## src/cap_map.svh

```systemverilog
`ifndef CAP_MAP_SVH
`define CAP_MAP_SVH
// ****************************************
// Register offsets (byte addresses)
// ****************************************
`define CAP_ADDR_CTRL 8'hD8
`define CAP_ADDR_COUNTER_MODE_REG 8'hD9
`define CAP_ADDR_MODE0 8'hDA
`define CAP_ADDR_CNT_LO 8'hE9
`define CAP_ADDR_CNT_HI 8'hF9
`define CAP_ADDR_DLO0 8'hEA
`define CAP_ADDR_DHI0 8'hFA
`define CAP_ADDR_IRQ_STAT 8'hC0
`define CAP_ADDR_IRQ_MASK 8'hC1
// ****************************************
// Field positions
// ****************************************
`define CAP_CTRL_OVF 7
`define CAP_CTRL_RUN 6
`define CAP_COUNTER_MODE_REG_WATCHDOG_ENABLE_BIT 6
`define CAP_COUNTER_MODE_REG_OVF_IE 0
`define CAP_MODE_ECOM 6
`define CAP_MODE_MAT 3
`define CAP_MODE_TOG 2
`define CAP_MODE_PWM 1
`define CAP_MODE_IE 0
// ****************************************
// Reset values and counts
// ****************************************
`define CAP_RST_BYTE 8'h00
`define CAP_WD_MODULE 4
`define CAP_WD_PULSE_NS 200
`define CAP_CLK_NS 50
`define CAP_WD_PULSE_CYC ((`CAP_WD_PULSE_NS + `CAP_CLK_NS - 1) / `CAP_CLK_NS)
`endif

```

## src/cap_pkg.sv

```systemverilog
package cap_pkg;
  // Count pulse sources
  typedef enum logic [1:0] {
    CAP_SRC_DIV6 = 2'h0,
    CAP_SRC_DIV2 = 2'h1,
    CAP_SRC_TMR = 2'h2,
    CAP_SRC_EXT = 2'h3
  } cap_src_t;
  typedef logic [7:0] cap_byte_t;
endpackage

```

## src/cap_counter_array.sv

```systemverilog
`timescale 1ns/1ps
`include "cap_map.svh"
module cap_counter_array
  import cap_pkg::*;
#(
  parameter int NUM_MODULES = 5
) (
  input wire logic sys_clk_in,
  input wire logic reset_n_in,
  input wire logic [7:0] addr_in,
  input wire logic [7:0] wdata_in,
  input wire logic wr_in,
  input wire logic rd_in,
  output logic [7:0] rdata_out,
  input wire logic timer_ovf_in,
  input wire logic ext_count_pin_in,
  output logic [NUM_MODULES-1:0] module_output_pin_out,
  output logic irq_out,
  output logic wd_reset_out
);
  // ****************************************
  // State
  // ****************************************
  typedef struct packed {
    logic ovf; // Counter overflow flag
    logic run; // Counter run bit
    logic [NUM_MODULES-1:0] flags; // Module match flags
    logic [7:0] counter_mode_reg; // Counter mode register
    logic [NUM_MODULES-1:0][7:0] mode; // Module mode registers
    logic [NUM_MODULES-1:0][7:0] reload; // Duty reload / compare high
    logic [15:0] count; // Shared counter
    logic [7:0] rdata; // Read data
    logic [1:0] stat; // Sticky irq status: ovf, match
    logic [1:0] mask; // Irq mask
    logic [2:0] wd_cnt; // Reset pulse stretcher
  } cap_state_t;
  cap_state_t st;
  cap_state_t next_st;
  logic step;
  logic [15:0] next_count;
  logic [NUM_MODULES-1:0] match;
  logic [NUM_MODULES-1:0][7:0] duty;
  logic [NUM_MODULES-1:0] duty_wr;
  logic [NUM_MODULES-1:0] flag_irq;
  logic wd_fire;
  // Module index from an address, or all ones when out of range
  function automatic logic [7:0] mod_index(input logic [7:0] a, input logic [7:0] base);
    logic [7:0] d;
    d = 8'(a - base);
    mod_index = (d < 8'(NUM_MODULES)) ? d : 8'hFF;
  endfunction
  // ****************************************
  // Count pulse source
  // ****************************************
  cap_pulse_gen u_pulse (
    .sys_clk_in(sys_clk_in),
    .reset_n_in(reset_n_in),
    .src_in(cap_src_t'(st.counter_mode_reg[2:1])),
    .timer_ovf_in(timer_ovf_in),
    .ext_pin_in(ext_count_pin_in),
    .pulse_out(step)
  );
  logic step_gated; // Count pulse gated by the run bit
  // Counter advances on pulse while running
  always_comb begin
    step_gated = st.run && step;
  end
  assign next_count = 16'(st.count + 16'h0001);
  // ****************************************
  // Compare modules
  // ****************************************
  genvar g;
  generate
    for (g = 0; g < NUM_MODULES; g++) begin : gen_mod
      assign duty_wr[g] = wr_in && (mod_index(addr_in, `CAP_ADDR_DLO0) == 8'(g));
      cap_module u_mod (
        .sys_clk_in(sys_clk_in),
        .reset_n_in(reset_n_in),
        .mode_in(st.mode[g]),
        .count_in(st.count),
        .next_count_in(next_count),
        .step_in(step_gated),
        .reload_in(st.reload[g]),
        .wr_active_in(duty_wr[g]),
        .wdata_in(wdata_in),
        .match_out(match[g]),
        .active_duty_out(duty[g]),
        .pin_out(module_output_pin_out[g])
      );
      // Flag raises irq when enabled
      assign flag_irq[g] = st.flags[g] && st.mode[g][`CAP_MODE_IE];
    end
  endgenerate
  // Watchdog only on module four, gated by its enable
  assign wd_fire = match[`CAP_WD_MODULE] && st.counter_mode_reg[`CAP_COUNTER_MODE_REG_WATCHDOG_ENABLE_BIT];
  // ****************************************
  // Next state
  // ****************************************
  always_comb begin
    logic [7:0] idx;
    idx = 8'h00;
    next_st = st;
    if (step_gated) begin
      next_st.count = next_count;
    end
    // Watchdog reset pulse, no pin driven
    if (wd_fire) begin
      next_st.wd_cnt = 3'(`CAP_WD_PULSE_CYC);
    end else if (st.wd_cnt != 3'h0) begin
      next_st.wd_cnt = 3'(st.wd_cnt - 3'h1);
    end
    // Read data, one cycle later
    next_st.rdata = 8'h00;
    if (rd_in) begin
      if (addr_in == `CAP_ADDR_CTRL) begin
        next_st.rdata = {st.ovf, st.run, 1'b0, 5'(st.flags)};
      end else if (addr_in == `CAP_ADDR_COUNTER_MODE_REG) begin
        next_st.rdata = st.counter_mode_reg;
      end else if (addr_in == `CAP_ADDR_CNT_LO) begin
        next_st.rdata = st.count[7:0];
      end else if (addr_in == `CAP_ADDR_CNT_HI) begin
        next_st.rdata = st.count[15:8];
      end else if (addr_in == `CAP_ADDR_IRQ_STAT) begin
        next_st.rdata = {6'h00, st.stat};
        next_st.stat = 2'h0;
      end else if (addr_in == `CAP_ADDR_IRQ_MASK) begin
        next_st.rdata = {6'h00, st.mask};
      end else begin
        idx = mod_index(addr_in, `CAP_ADDR_MODE0);
        if (idx != 8'hFF) begin
          next_st.rdata = st.mode[idx[2:0]];
        end
        idx = mod_index(addr_in, `CAP_ADDR_DLO0);
        if (idx != 8'hFF) begin
          next_st.rdata = duty[idx[2:0]];
        end
        idx = mod_index(addr_in, `CAP_ADDR_DHI0);
        if (idx != 8'hFF) begin
          next_st.rdata = st.reload[idx[2:0]];
        end
      end
    end
    // Register writes
    if (wr_in) begin
      if (addr_in == `CAP_ADDR_CTRL) begin
        next_st.ovf = wdata_in[`CAP_CTRL_OVF];
        next_st.run = wdata_in[`CAP_CTRL_RUN];
        next_st.flags = wdata_in[NUM_MODULES-1:0];
      end else if (addr_in == `CAP_ADDR_COUNTER_MODE_REG) begin
        next_st.counter_mode_reg = wdata_in;
      end else if (addr_in == `CAP_ADDR_CNT_LO) begin
        next_st.count[7:0] = wdata_in;
      end else if (addr_in == `CAP_ADDR_CNT_HI) begin
        next_st.count[15:8] = wdata_in;
      end else if (addr_in == `CAP_ADDR_IRQ_MASK) begin
        next_st.mask = wdata_in[1:0];
      end else begin
        idx = mod_index(addr_in, `CAP_ADDR_MODE0);
        if (idx != 8'hFF) begin
          next_st.mode[idx[2:0]] = wdata_in;
        end
        idx = mod_index(addr_in, `CAP_ADDR_DHI0);
        if (idx != 8'hFF) begin
          next_st.reload[idx[2:0]] = wdata_in;
        end
      end
    end
    // Hardware sets win over software clears
    next_st.flags = next_st.flags | match;
    if (step_gated && st.count == 16'hFFFF) begin
      next_st.ovf = 1'b1;
    end
    // Sticky irq events
    if (st.ovf && st.counter_mode_reg[`CAP_COUNTER_MODE_REG_OVF_IE]) begin
      next_st.stat[1] = 1'b1;
    end
    if (|flag_irq) begin
      next_st.stat[0] = 1'b1;
    end
  end
  assign irq_out = |(st.stat & st.mask);
  assign rdata_out = st.rdata;
  assign wd_reset_out = (st.wd_cnt != 3'h0);
  // Register, everything cleared on reset
  always_ff @(posedge sys_clk_in or negedge reset_n_in) begin
    if (!reset_n_in) begin
      st <= '0;
    end else begin
      st <= next_st;
    end
  end
endmodule

```

## src/cap_module.sv

```systemverilog
`timescale 1ns/1ps
`include "cap_map.svh"
// One compare module: match, toggle, pwm
module cap_module
  import cap_pkg::*;
(
  input wire logic sys_clk_in,
  input wire logic reset_n_in,
  input wire logic [7:0] mode_in,
  input wire logic [15:0] count_in,
  input wire logic [15:0] next_count_in,
  input wire logic step_in,
  input wire logic [7:0] reload_in,
  input wire logic wr_active_in,
  input wire logic [7:0] wdata_in,
  output logic match_out,
  output logic [7:0] active_duty_out,
  output logic pin_out
);
  // ****************************************
  // State
  // ****************************************
  typedef struct packed {
    logic [7:0] duty;
    logic pin;
  } cap_mod_state_t;
  cap_mod_state_t st;
  cap_mod_state_t next_st;
  logic cmp_on;
  logic pwm_on;
  logic [7:0] pwm_lo; // Counter low byte the pwm pin follows
  // Match, toggle and pwm output
  always_comb begin
    next_st = st;
    // A stopped counter keeps its byte, a stepping one shows the new byte
    pwm_lo = step_in ? next_count_in[7:0] : count_in[7:0];
    cmp_on = mode_in[`CAP_MODE_ECOM] && mode_in[`CAP_MODE_MAT];
    pwm_on = mode_in[`CAP_MODE_ECOM] && mode_in[`CAP_MODE_PWM];
    // Match when counter lands on compare value
    match_out = cmp_on && step_in && (next_count_in == {reload_in, st.duty});
    if (wr_active_in) begin
      next_st.duty = wdata_in;
    end else if (pwm_on && step_in && count_in[7:0] == 8'hFF) begin
      next_st.duty = reload_in;
    end
    if (pwm_on) begin
      // Low below duty, high at or above
      next_st.pin = (pwm_lo >= next_st.duty);
    end else if (match_out && mode_in[`CAP_MODE_TOG]) begin
      next_st.pin = !st.pin;
    end
  end
  assign active_duty_out = st.duty;
  assign pin_out = st.pin;
  // Register
  always_ff @(posedge sys_clk_in or negedge reset_n_in) begin
    if (!reset_n_in) begin
      st <= '0;
    end else begin
      st <= next_st;
    end
  end
endmodule

```

## src/cap_pulse_gen.sv

```systemverilog
`timescale 1ns/1ps
`include "cap_map.svh"
// Count pulse selector and divider
module cap_pulse_gen
  import cap_pkg::*;
(
  input wire logic sys_clk_in,
  input wire logic reset_n_in,
  input wire cap_pkg::cap_src_t src_in,
  input wire logic timer_ovf_in,
  input wire logic ext_pin_in,
  output logic pulse_out
);
  // ****************************************
  // State
  // ****************************************
  typedef struct packed {
    logic [2:0] div;
    logic [2:0] sync;
    logic ext_last;
  } cap_pg_state_t;
  cap_pg_state_t st;
  cap_pg_state_t next_st;
  logic ext_edge;
  // Next state and pulse
  always_comb begin
    next_st = st;
    next_st.div = (st.div >= 3'h5) ? 3'h0 : 3'(st.div + 3'h1);
    next_st.sync = {st.sync[1:0], ext_pin_in};
    // Change counts once stages two and three agree
    if (st.sync[2] == st.sync[1]) begin
      next_st.ext_last = st.sync[2];
    end
    ext_edge = (st.sync[2] == st.sync[1]) && st.sync[2] && !st.ext_last;
    unique case (src_in)
      CAP_SRC_DIV6: pulse_out = (st.div == 3'h5);
      CAP_SRC_DIV2: pulse_out = st.div[0];
      CAP_SRC_TMR: pulse_out = timer_ovf_in;
      CAP_SRC_EXT: pulse_out = ext_edge;
    endcase
  end
  // Register
  always_ff @(posedge sys_clk_in or negedge reset_n_in) begin
    if (!reset_n_in) begin
      st <= '0;
    end else begin
      st <= next_st;
    end
  end
endmodule
```

## config.mk

```make
export PLATFORM = sky130hd
export DESIGN_NAME = cap_counter_array
export DESIGN_NICKNAME = d
export VERILOG_FILES = /design/src/cap_pkg.sv /design/src/cap_counter_array.sv /design/src/cap_module.sv /design/src/cap_pulse_gen.sv
export VERILOG_INCLUDE_DIRS = /design/src
export SDC_FILE = /design/constraint.sdc
export NUM_CORES = 1
export LEC_CHECK = 0
export BUFFER_PORTS_ARGS = -buffer_cell sky130_fd_sc_hd__buf_4
export CORE_ASPECT_RATIO = 0.6
export CORE_UTILIZATION = 45
export CTS_BUF_LIST = sky130_fd_sc_hd__clkbuf_4
export CTS_CLUSTER_DIAMETER = 60
export DETAILED_ROUTE_END_ITERATION = 7
export GPL_TIMING_DRIVEN = 0
export PLACE_DENSITY = 0.59
export SETUP_SLACK_MARGIN = 0.15
export SLEW_MARGIN = 40
export SYNTH_ARGS = -nofsm -noshare
export SYNTH_HDL_FRONTEND = slang
export SYNTH_SLANG_ARGS = --single-unit
```

## constraint.sdc

```tcl
create_clock -name sys_clk_in -period 4.2 [get_ports sys_clk_in]
set_clock_uncertainty 0.1 [all_clocks]
set_input_delay 0.63 -clock sys_clk_in [delete_from_list [all_inputs] [get_ports sys_clk_in]]
set_output_delay 0.63 -clock sys_clk_in [all_outputs]
set_load 0.02 [all_outputs]
```

==> impl_metrics.json, run 1 <==
{
  "cp_cell_sequence": "nand2_1 -> buf_2 -> nor3_1 -> xnor2_1 -> xnor2_1 -> nor3_1 -> nand4_1 -> or3_1 -> a31oi_1",
  "yosysTopAreaCell": "dfrtp_1",
  "antenna_found_initial": 3,
  "syn2layout_area_growth_pct": 12.2,
  "vdd_drop_max_mv": 0.208,
  "synth.cell_area_sq_mm": 0.0123,
  "fin_cells": 1685,
  "hold_path.startpoint": "wdata_in[4]",
  "cts.sinks": 178,
  "critPathCaptureType": "flop",
  "final_nets": 1378,
  "grt_max_degree": 73,
  "fp.coreArea_sq_mm": 0.0266,
  "clk_pin_slew_ps": 190,
  "routed_wl_mm": 52.3,
  "synth.most_common_cell": "dfrtp_1",
  "switching_share_pct": 36.6,
  "syn_inst": 1239,
  "num_vias": 10800,
  "final_util_pct": 51.8,
  "grt.overflow.total": 0,
  "p_switching_w": 0.00137,
  "syn_area_per_cell_sq_um": 9.92,
  "clock_path_buffers": 2,
  "cts_tree": "built",
  "final_antenna_net_count": 0,
  "grt_pass1_wl_mm": 73.2,
  "dr.pass1.iters": 5,
  "ys_types": 72,
  "drive_above_1_share_pct": 23.9,
  "initial_utilization_pct": 46.1,
  "crit_fanout": 10,
  "min_period_ps": 3990,
  "power_leakage_nw": 6.52,
  "synth.area.top_cells": "dfrtp_1 (36%), mux2_2 (9.8%), ha_1 (4.8%), mux2i_1 (4.6%), xnor2_1 (3.8%)",
  "finalCritPeriodShare_pct": 95.0,
  "critPathSlowestCell": "nor3_1",
  "synth.top_cells.by_count": "dfrtp_1 (178), mux2_2 (107), nand2_1 (101)",
  "ys_seq_area_share_pct": 36.2,
  "drv_slew": 0,
  "ys_warn_count": 0,
  "hold_class": "in -> reg",
  "avgRoutedWirePerCell_microns": 31.0,
  "grt_usage_pct": 38.0,
  "drv_cap": 0,
  "cp_data_required_time_ps": 4670,
  "setup_violations": 0,
  "async_reset_ff_share_pct": 100,
  "pwr-share-clk_pct": 26.9,
  "synth-edff-count": 0,
  "cts_root_buf": "clkbuf_4",
  "outcome": "finished clean",
  "crit-reg2reg-launch": "st[19]",
  "fmax_mhz": 251,
  "ys_ff_latch": 178,
  "insertion_delay_ps": 670,
  "crit_path_max_incr_delay_ps": 720,
  "grt_pass1_vias": 9967,
  "dp_cells": 1632,
  "nFillCells": 2503,
  "cellPowerDensity_mw_per_mm2": 271,
  "drc_errors": 0,
  "numCtsBuffers": 17,
  "path_class": "reg -> reg",
  "cts_max_level": 4,
  "finalHoldViolations": 0,
  "io_pins": 37,
  "via_per_inst": 6.41,
  "rsz0062_at_grt": "yes",
  "pwr-share-comb_pct": 21.8,
  "seqPwrFrac_pct": 51.2,
  "cp-start-kind": "flop",
  "synth_top_area_share_pct": 36.2,
  "dp_hpwl_mm": 40.1,
  "intPower_w": 0.00237,
  "gp_congestion": 1.05,
  "syn_nets": 1308,
  "postLayoutCellArea_sq_mm": 0.0138,
  "die_x_microns": 215,
  "arrival_ps": 4460,
  "crit_start": "st[19]",
  "finalPower_w": 0.00374,
  "holdWs_ps": 123,
  "relSlewSlack_pct": 38.9,
  "ys.flop_type": "dfrtp_1",
  "tightestPinTransition_ps": 917,
  "drtIter0Drc": 1450,
  "port_buffers": 31,
  "die_h_microns": 130,
  "num_rows": 46,
  "placed_area_sq_mm": 0.0132,
  "die-area_sq_mm": 0.0280
}
==> what timing repair did <==
item / CTS / global route
gates resized for setup: 18 / 15
hold buffers: 2 / 0
pin swaps: 2 / 6
setup buffers: 6 / 10
hold endpoints to repair: 36 / 0
endpoints found under the setup margin: 5 / 5
==> power groups by stage <==
stage	Sequential, W	Clock, W	Combinational [W]
after floorplan	0.00187	0	0.000513
after global placement	0.00193	0	0.000762
after detailed placement	0.00193	0	0.000781
after CTS	0.00190	0.00103	0.000791
after global routing	0.00191	0.00109	0.000872
final	0.00192	0.00101	0.000816
==> path summary, 6_finish.rpt <==
path | endpoint | slack, ps | cells after the start
max | gen_mod[3].u_mod.pin_out | 210 | 9
min | flop | 120 | 2
max reg2reg | gen_mod[3].u_mod.pin_out | 210 | 9
min reg2reg | u_pulse.next_st[3] | 280 | 0
max in group asynchronous | st[17] | 2960 | 3
min in group asynchronous | asynchronous set/reset pin | 300 | 2
==> through the flow <==
stage                     TNS (ps)  worst slack [ps]
after floorplan                  0              63.8
after global placement       -6950              -769
after global routing             0               129
after detailed placement     -3550              -759
after CTS                        0               195
final                            0               211
==> kinds of logic after synthesis <==
kind of cell             count (synthesis)  synth area share (%)
AO/OA/AOI/OAI                          288                  15.2
flip-flops                             178                  36.2
AND/OR/NAND/NOR                        331                  13.8
buffers and inverters                  114                  4.20
multiplexers                           178                  17.0
adder cells (fa/ha/maj)                 47                  4.78
XOR/XNOR                               103                  8.80
==> placed cells by master (no fill, tap or decap), types with 10 or more instances in the layout <==
master    netlist  final
o211ai_1       10     10
a21oi_1        83     83
clkbuf_2        0     14
xor2_1         35     34
mux2i_1        57     56
nand3_1        41     35
nand4_1        15     15
buf_2          23     17
ha_1           47     46
mux2_2        107    107
xnor3_1        12     12
o21ai_0        60     49
nor3_1         12     11
nor2_1         71     70
inv_1          19     18
nand2_1       101    101
a21o_1         44     44
xnor2_1        54     47
clkbuf_1       50     34
clkbuf_4        0     19
nor4_1         11     10
buf_4          16     61
dfrtp_1       178    176
nand2b_1       14     14
mux4_2         14     14
a22oi_1        10     10
==> layer usage <==
layer,track usage [%],share of wire (%),vias up
met3,18.8,16,83
met2,47.7,37,730
met1,55.3,44,5322
met4,11.1,2.7,2
li1,-,-,4659
met5,3.00,0.23,-
==> worst max-delay path, delay by kind of cell (launching register included) <==
family | cells | cell delay [ps]
AND/OR/NAND/NOR | 5 | 2220
flip-flops | 1 | 600
XOR/XNOR | 2 | 500
buffers and inverters | 1 | 270
AO/OA/AOI/OAI | 1 | 190
==> layout make-up <==
class                           instances  area [sq um]  area share (%)
Antenna cell                            3          7.51          0.0544
Buffer                                 95           532            3.86
Clock buffer                           17           128           0.925
Clock inverter                         15           143            1.03
Inverter                               19          78.8           0.571
Multi-Input combinational cell        947          7550            54.7
Sequential cell                       178          4460            32.3
Tap cell                              360           450            3.27
Timing Repair Buffer                   51           448            3.25
Power figures use the tool's default switching activity.
==> run 2: changes to the inputs <==
--- a/config.mk
+++ b/config.mk
@@ -6,7 +6,7 @@
 export SDC_FILE = /design/constraint.sdc
 export NUM_CORES = 1
 export LEC_CHECK = 0
-export BUFFER_PORTS_ARGS = -buffer_cell sky130_fd_sc_hd__buf_4
+export BUFFER_PORTS_ARGS = -buffer_cell sky130_fd_sc_hd__buf_2
 export CORE_ASPECT_RATIO = 0.6
 export CORE_UTILIZATION = 45
 export CTS_BUF_LIST = sky130_fd_sc_hd__clkbuf_4
==> impl_metrics.json, run 2 (synthesis gave the netlist of run 1 again) <==
{
  "gp_congestion": 1.08,
  "grt_pass1_vias": 10200,
  "layout_common_cells": "dfrtp_1 (177), mux2_2 (107), nand2_1 (101), a21oi_1 (83), nor2_1 (69)",
  "layout_commonest_cell": "dfrtp_1",
  "grt_pass1_wl_mm": 72.4,
  "met2_length_mm": 18.9,
  "cp_data_required_time_ps": 4690,
  "initial_utilization_pct": 46.1,
  "numCtsBuffers": 17,
  "routed-wl-met3_mm": 7.38,
  "grt_usage_pct": 37.1,
  "dp_hpwl_mm": 39.1,
  "arrival_ps": 4460,
  "drv_cap": 0,
  "vdd_drop_max_mv": 0.208,
  "drive_above_1_share_pct": 23.4,
  "die_h_microns": 130,
  "r2r_cells": 10,
  "final_util_pct": 51.5,
  "path_delay_family": "simple AND/OR/NAND/NOR gates",
  "cts.sinks": 178,
  "syn2layout_area_growth_pct": 11.5,
  "path_depth": 10,
  "routed_wl_mm": 51.0,
  "finalPower_w": 0.00375,
  "via_per_inst": 6.41,
  "num_rows": 46,
  "hold_depth": 2,
  "avgRoutedWirePerCell_microns": 30.3,
  "rsz0062_at_grt": "no",
  "cp-start-kind": "flop",
  "critPathSlowestCell": "nand4_1",
  "path_class": "reg -> reg",
  "port_buffers": 31,
  "drc_errors": 0,
  "fmax_mhz": 252,
  "fin_cells": 1684,
  "highest_layer": "met5",
  "io_pins": 37,
  "power_leakage_nw": 6.55,
  "cts_max_level": 4,
  "insertion_delay_ps": 680,
  "finalHoldViolations": 0,
  "fp.coreArea_sq_mm": 0.0266,
  "antenna_found_initial": 4,
  "finalCritPeriodShare_pct": 94.5,
  "die_x_microns": 215,
  "num_vias": 10800,
  "tightestPinTransition_ps": 884,
  "critPathCaptureType": "flop",
  "cp_cell_sequence": "buf_4 -> and3_1 -> clkbuf_1 -> xnor2_2 -> xor2_1 -> o21ai_0 -> nor4_1 -> nand4_1 -> or3_1 -> a31oi_1",
  "clock_path_buffers": 2,
  "grt.overflow.total": 0,
  "drtIter0Drc": 1675,
  "dr.pass1.iters": 6,
  "relSlewSlack_pct": 41.1,
  "hold_class": "in -> reg",
  "outcome": "finished clean",
  "cts_root_buf": "clkbuf_4",
  "clk_pin_slew_ps": 170,
  "setup_violations": 0,
  "dp_cells": 1633,
  "drv_slew": 0,
  "die-area_sq_mm": 0.0280,
  "cts_tree": "built",
  "final_antenna_net_count": 0,
  "cellPowerDensity_mw_per_mm2": 274,
  "nFillCells": 2499,
  "wl_met1_mm": 23.3,
  "min_period_ps": 3970,
  "grt_max_degree": 71,
  "crit_path_max_incr_delay_ps": 620,
  "crit_fanout": 10,
  "cp_num_buf_inv": 2,
  "final_nets": 1378
}
## run 2: worst register-to-register path, delay by kind of cell (launching register included)
kind,cells,cell delay [ps]
buf+inv,2,660
flops,1,480
xor+xnor,2,470
compound gates,2,300
simple gates,4,1850
## run 2: power breakdown
part / total [W] / switching, W / internal [W] / leakage [nW]
clock network: 0.00103 / 0.000710 / 0.000319 / 0.153
logic: 0.000808 / 0.000489 / 0.000319 / 3.99
registers: 0.00192 / 0.000130 / 0.00179 / 2.41
## run 2: worst paths after layout
check                                         from                         end  slack (ps)
worst max-delay path                        st[17]    gen_mod[3].u_mod.pin_out         230
worst min-delay path                   wdata_in[5]                        flop         140
worst max register to register              st[17]    gen_mod[3].u_mod.pin_out         230
worst min register to register  u_pulse.next_st[2]          u_pulse.next_st[3]         270
max in group asynchronous               reset_n_in  asynchronous set/reset pin        2650
min in group asynchronous               reset_n_in  asynchronous set/reset pin         380
## run 2: what timing repair did
| action | in CTS | in global routing |
|---|---|---|
| resized for setup | 13 | 14 |
| setup buffers | 5 | 10 |
| pin swaps | 2 | 5 |
| hold buffers | 2 | 0 |
| endpoints found under the setup margin | 5 | 5 |
| hold endpoints to repair | 70 | 0 |
## run 2: routing by layer
| metal | vias to the layer above | track usage [%] |
|---|---|---|
| li1 | 4642 | - |
| met1 | 5360 | 54.7 |
| met2 | 679 | 48.0 |
| met3 | 106 | 16.5 |
| met4 | 2 | 9.72 |
| met5 | - | 0 |
## run 2: cell type report
type                    count  area, sq um  area share (%)
clock buffers              19          143            1.04
plain buffers              95          528            3.85
flip-flops and latches    178         4460            32.5
multi-input cells         947         7550            55.1
well taps                 360          450            3.29
repair buffers             51          380            2.77
inverters                  19         78.8           0.575
clock inverters            13          120           0.876
diodes                      2         5.00          0.0365
## run 2: per-stage QoR
stage	area [sq um]	setup slack, ps	hold WS (ps)	setup TNS, ps
floorplan	12400	63.8	231	0
global placement	13000	-695	231	-120220
detailed placement	13200	-728	246	-3070
CTS	13600	177	123	0
global route	13700	138	129	0
finish	13700	232	137	0
==> run 3: changes to the inputs <==
--- a/config.mk
+++ b/config.mk
@@ -8,12 +8,12 @@
 export LEC_CHECK = 0
 export BUFFER_PORTS_ARGS = -buffer_cell sky130_fd_sc_hd__buf_2
 export CORE_ASPECT_RATIO = 0.6
-export CORE_UTILIZATION = 45
+export CORE_UTILIZATION = 59
 export CTS_BUF_LIST = sky130_fd_sc_hd__clkbuf_4
 export CTS_CLUSTER_DIAMETER = 60
 export DETAILED_ROUTE_END_ITERATION = 7
 export GPL_TIMING_DRIVEN = 0
-export PLACE_DENSITY = 0.59
+export PLACE_DENSITY = 0.75
 export SETUP_SLACK_MARGIN = 0.15
 export SLEW_MARGIN = 40
 export SYNTH_ARGS = -nofsm -noshare
==> impl_metrics.json, run 3 (synthesis gave the netlist of run 1 again) <==
{
  "cellPowerDensity_mw_per_mm2": 273,
  "drv_slew": 0,
  "fp.coreArea_sq_mm": 0.0202,
  "path_class": "in -> reg",
  "seqPwrFrac_pct": 51.1,
  "dr.pass1.iters": 8,
  "p_switching_w": 0.00137,
  "pwr-share-comb_pct": 22.1,
  "n_antenna_cell": 0,
  "finalHoldViolations": 0,
  "drtIter0Drc": 1789,
  "die_x_microns": 188,
  "dp_hpwl_mm": 37.6,
  "intPower_w": 0.00237,
  "routed_wl_mm": 49.4,
  "cts_root_buf": "clkbuf_4",
  "drv_cap": 0,
  "grt_pass1_wl_mm": 70.5,
  "syn2layout_area_growth_pct": 11.4,
  "tightestPinTransition_ps": 962,
  "setup_ws_ps": 192,
  "vdd_drop_max_mv": 0.253,
  "finalCritPeriodShare_pct": 95.4,
  "clock_path_buffers": 2,
  "cts_tree": "built",
  "relSlewSlack_pct": 35.9,
  "numCtsBuffers": 17,
  "grt_usage_pct": 46.9,
  "min_period_ps": 4010,
  "drc_errors": 0,
  "grt.overflow.total": 0,
  "crit_fanout": 9,
  "place_ws_ps": -883,
  "die-area_sq_mm": 0.0214,
  "critPathCaptureType": "flop",
  "setup_violations": 0,
  "drive_above_1_share_pct": 24.0,
  "fin_setup_tns_ps": 0,
  "fmax_mhz": 250,
  "antenna_found_initial": 3,
  "grt_pass1_vias": 10400,
  "cts.sinks": 178,
  "initial_utilization_pct": 60.8,
  "die_h_microns": 114,
  "final_nets": 1385,
  "cts_max_level": 4,
  "num_rows": 40,
  "placed_area_sq_mm": 0.0130,
  "power_leakage_nw": 6.55,
  "num_vias": 11100,
  "cp_data_required_time_ps": 4620,
  "switching_share_pct": 36.6,
  "arrival_ps": 4430,
  "insertion_delay_ps": 640,
  "hold_class": "in -> reg",
  "port_buffers": 31,
  "final_antenna_net_count": 0,
  "layout_commonest_cell": "dfrtp_1",
  "holdWs_ps": 161,
  "gp_congestion": 1.06,
  "layout_common_cells": "dfrtp_1 (177), mux2_2 (107), nand2_1 (101), a21oi_1 (82), nor2_1 (70)",
  "rsz0062_at_grt": "no",
  "grt_max_degree": 69,
  "clk_pin_slew_ps": 190,
  "avgRoutedWirePerCell_microns": 30.8,
  "final_util_pct": 67.7,
  "pwr-share-clk_pct": 26.8,
  "cp-start-kind": "input pin",
  "outcome": "finished clean",
  "via_per_inst": 6.95,
  "io_pins": 37,
  "postLayoutCellArea_sq_mm": 0.0137
}
[run 3: changes by cell type in the layout (fill, tap and decap cells not counted), moves of 4 or more]
cell      change
clkbuf_2      -5
inv_8         +4
buf_4         +6
o21ai_2       +4
clkbuf_1      +5
[run 3: final cells by class]
class	instances	area, sq um
sequential	178	4460
timing repair buffer	58	427
clock buffer	17	128
buffer	95	533
inverter	19	78.8
multi-input combinational	947	7590
clock inverter	15	141
fill	1603	6530
tap	273	342
[run 3: per-stage QoR]
| step | instances | total power, W |
|---|---|---|
| floorplan | 1239 | 0.00238 |
| global placement | 1543 | 0.00267 |
| detailed placement | 1545 | 0.00269 |
| CTS | 1584 | 0.00366 |
| global route | 1602 | 0.00383 |
| finish | 1602 | 0.00373 |
[run 3: power by group through the flow]
stage / registers [W] / clock network (W) / logic, W
after floorplan: 0.00187 / 0 / 0.000513
after global placement: 0.00192 / 0 / 0.000744
after global routing: 0.00191 / 0.00105 / 0.000871
after detailed placement: 0.00192 / 0 / 0.000768
final: 0.00191 / 0.00100 / 0.000826
after CTS: 0.00189 / 0.000981 / 0.000782
[run 3: worst paths after layout]
kind	start	endpoint	slack [ps]	depth (start not counted)
setup / recovery	addr_in[0]	gen_mod[3].u_mod.pin_out	190	20
hold / removal	wdata_in[5]	flop	160	2
setup reg to reg	st[16]	gen_mod[0].u_mod.pin_out	320	18
hold reg to reg	u_pulse.next_st[2]	u_pulse.next_st[3]	290	0
max in group asynchronous	reset_n_in	asynchronous set/reset pin	2890	3
min in group asynchronous	reset_n_in	asynchronous set/reset pin	390	2
[run 3: timing repair]
action | 4_1_cts | 5_1_grt
buffers inserted | 5 | 17
setup endpoints to repair | 5 | 5
pin swaps | 3 | 7
hold buffers | 2 | 0
hold endpoints to repair | 60 | 0
gates cloned | 0 | 1
gates resized for setup | 20 | 23
[run 3: worst max-delay path, cell delays in order]
cell      delay [ps]
clkbuf_1         240
nor2b_1          530
o21ai_1          240
a211oi_4         350
and2_1           190
buf_6            100
nand3_4          150
nor2_4           220
buf_6            160
nand2_1           70
o21ai_2          130
ha_1             250
nand2b_1         140
a21o_1           150
a21o_1           150
a21o_1           170
a21oi_2          130
o21ai_1           80
a211oi_2         280
a31oi_1           70
[run 3: layer usage]
metal	up-vias	wire, microns	global-route usage, %	share of wire (%)
met3	129	9250	26.2	19
met2	940	18200	60.8	37
met5	-	13	0	0.026
met4	2	1750	14.2	3.5
met1	5392	20200	65.5	41
li1	4667	-	-	-
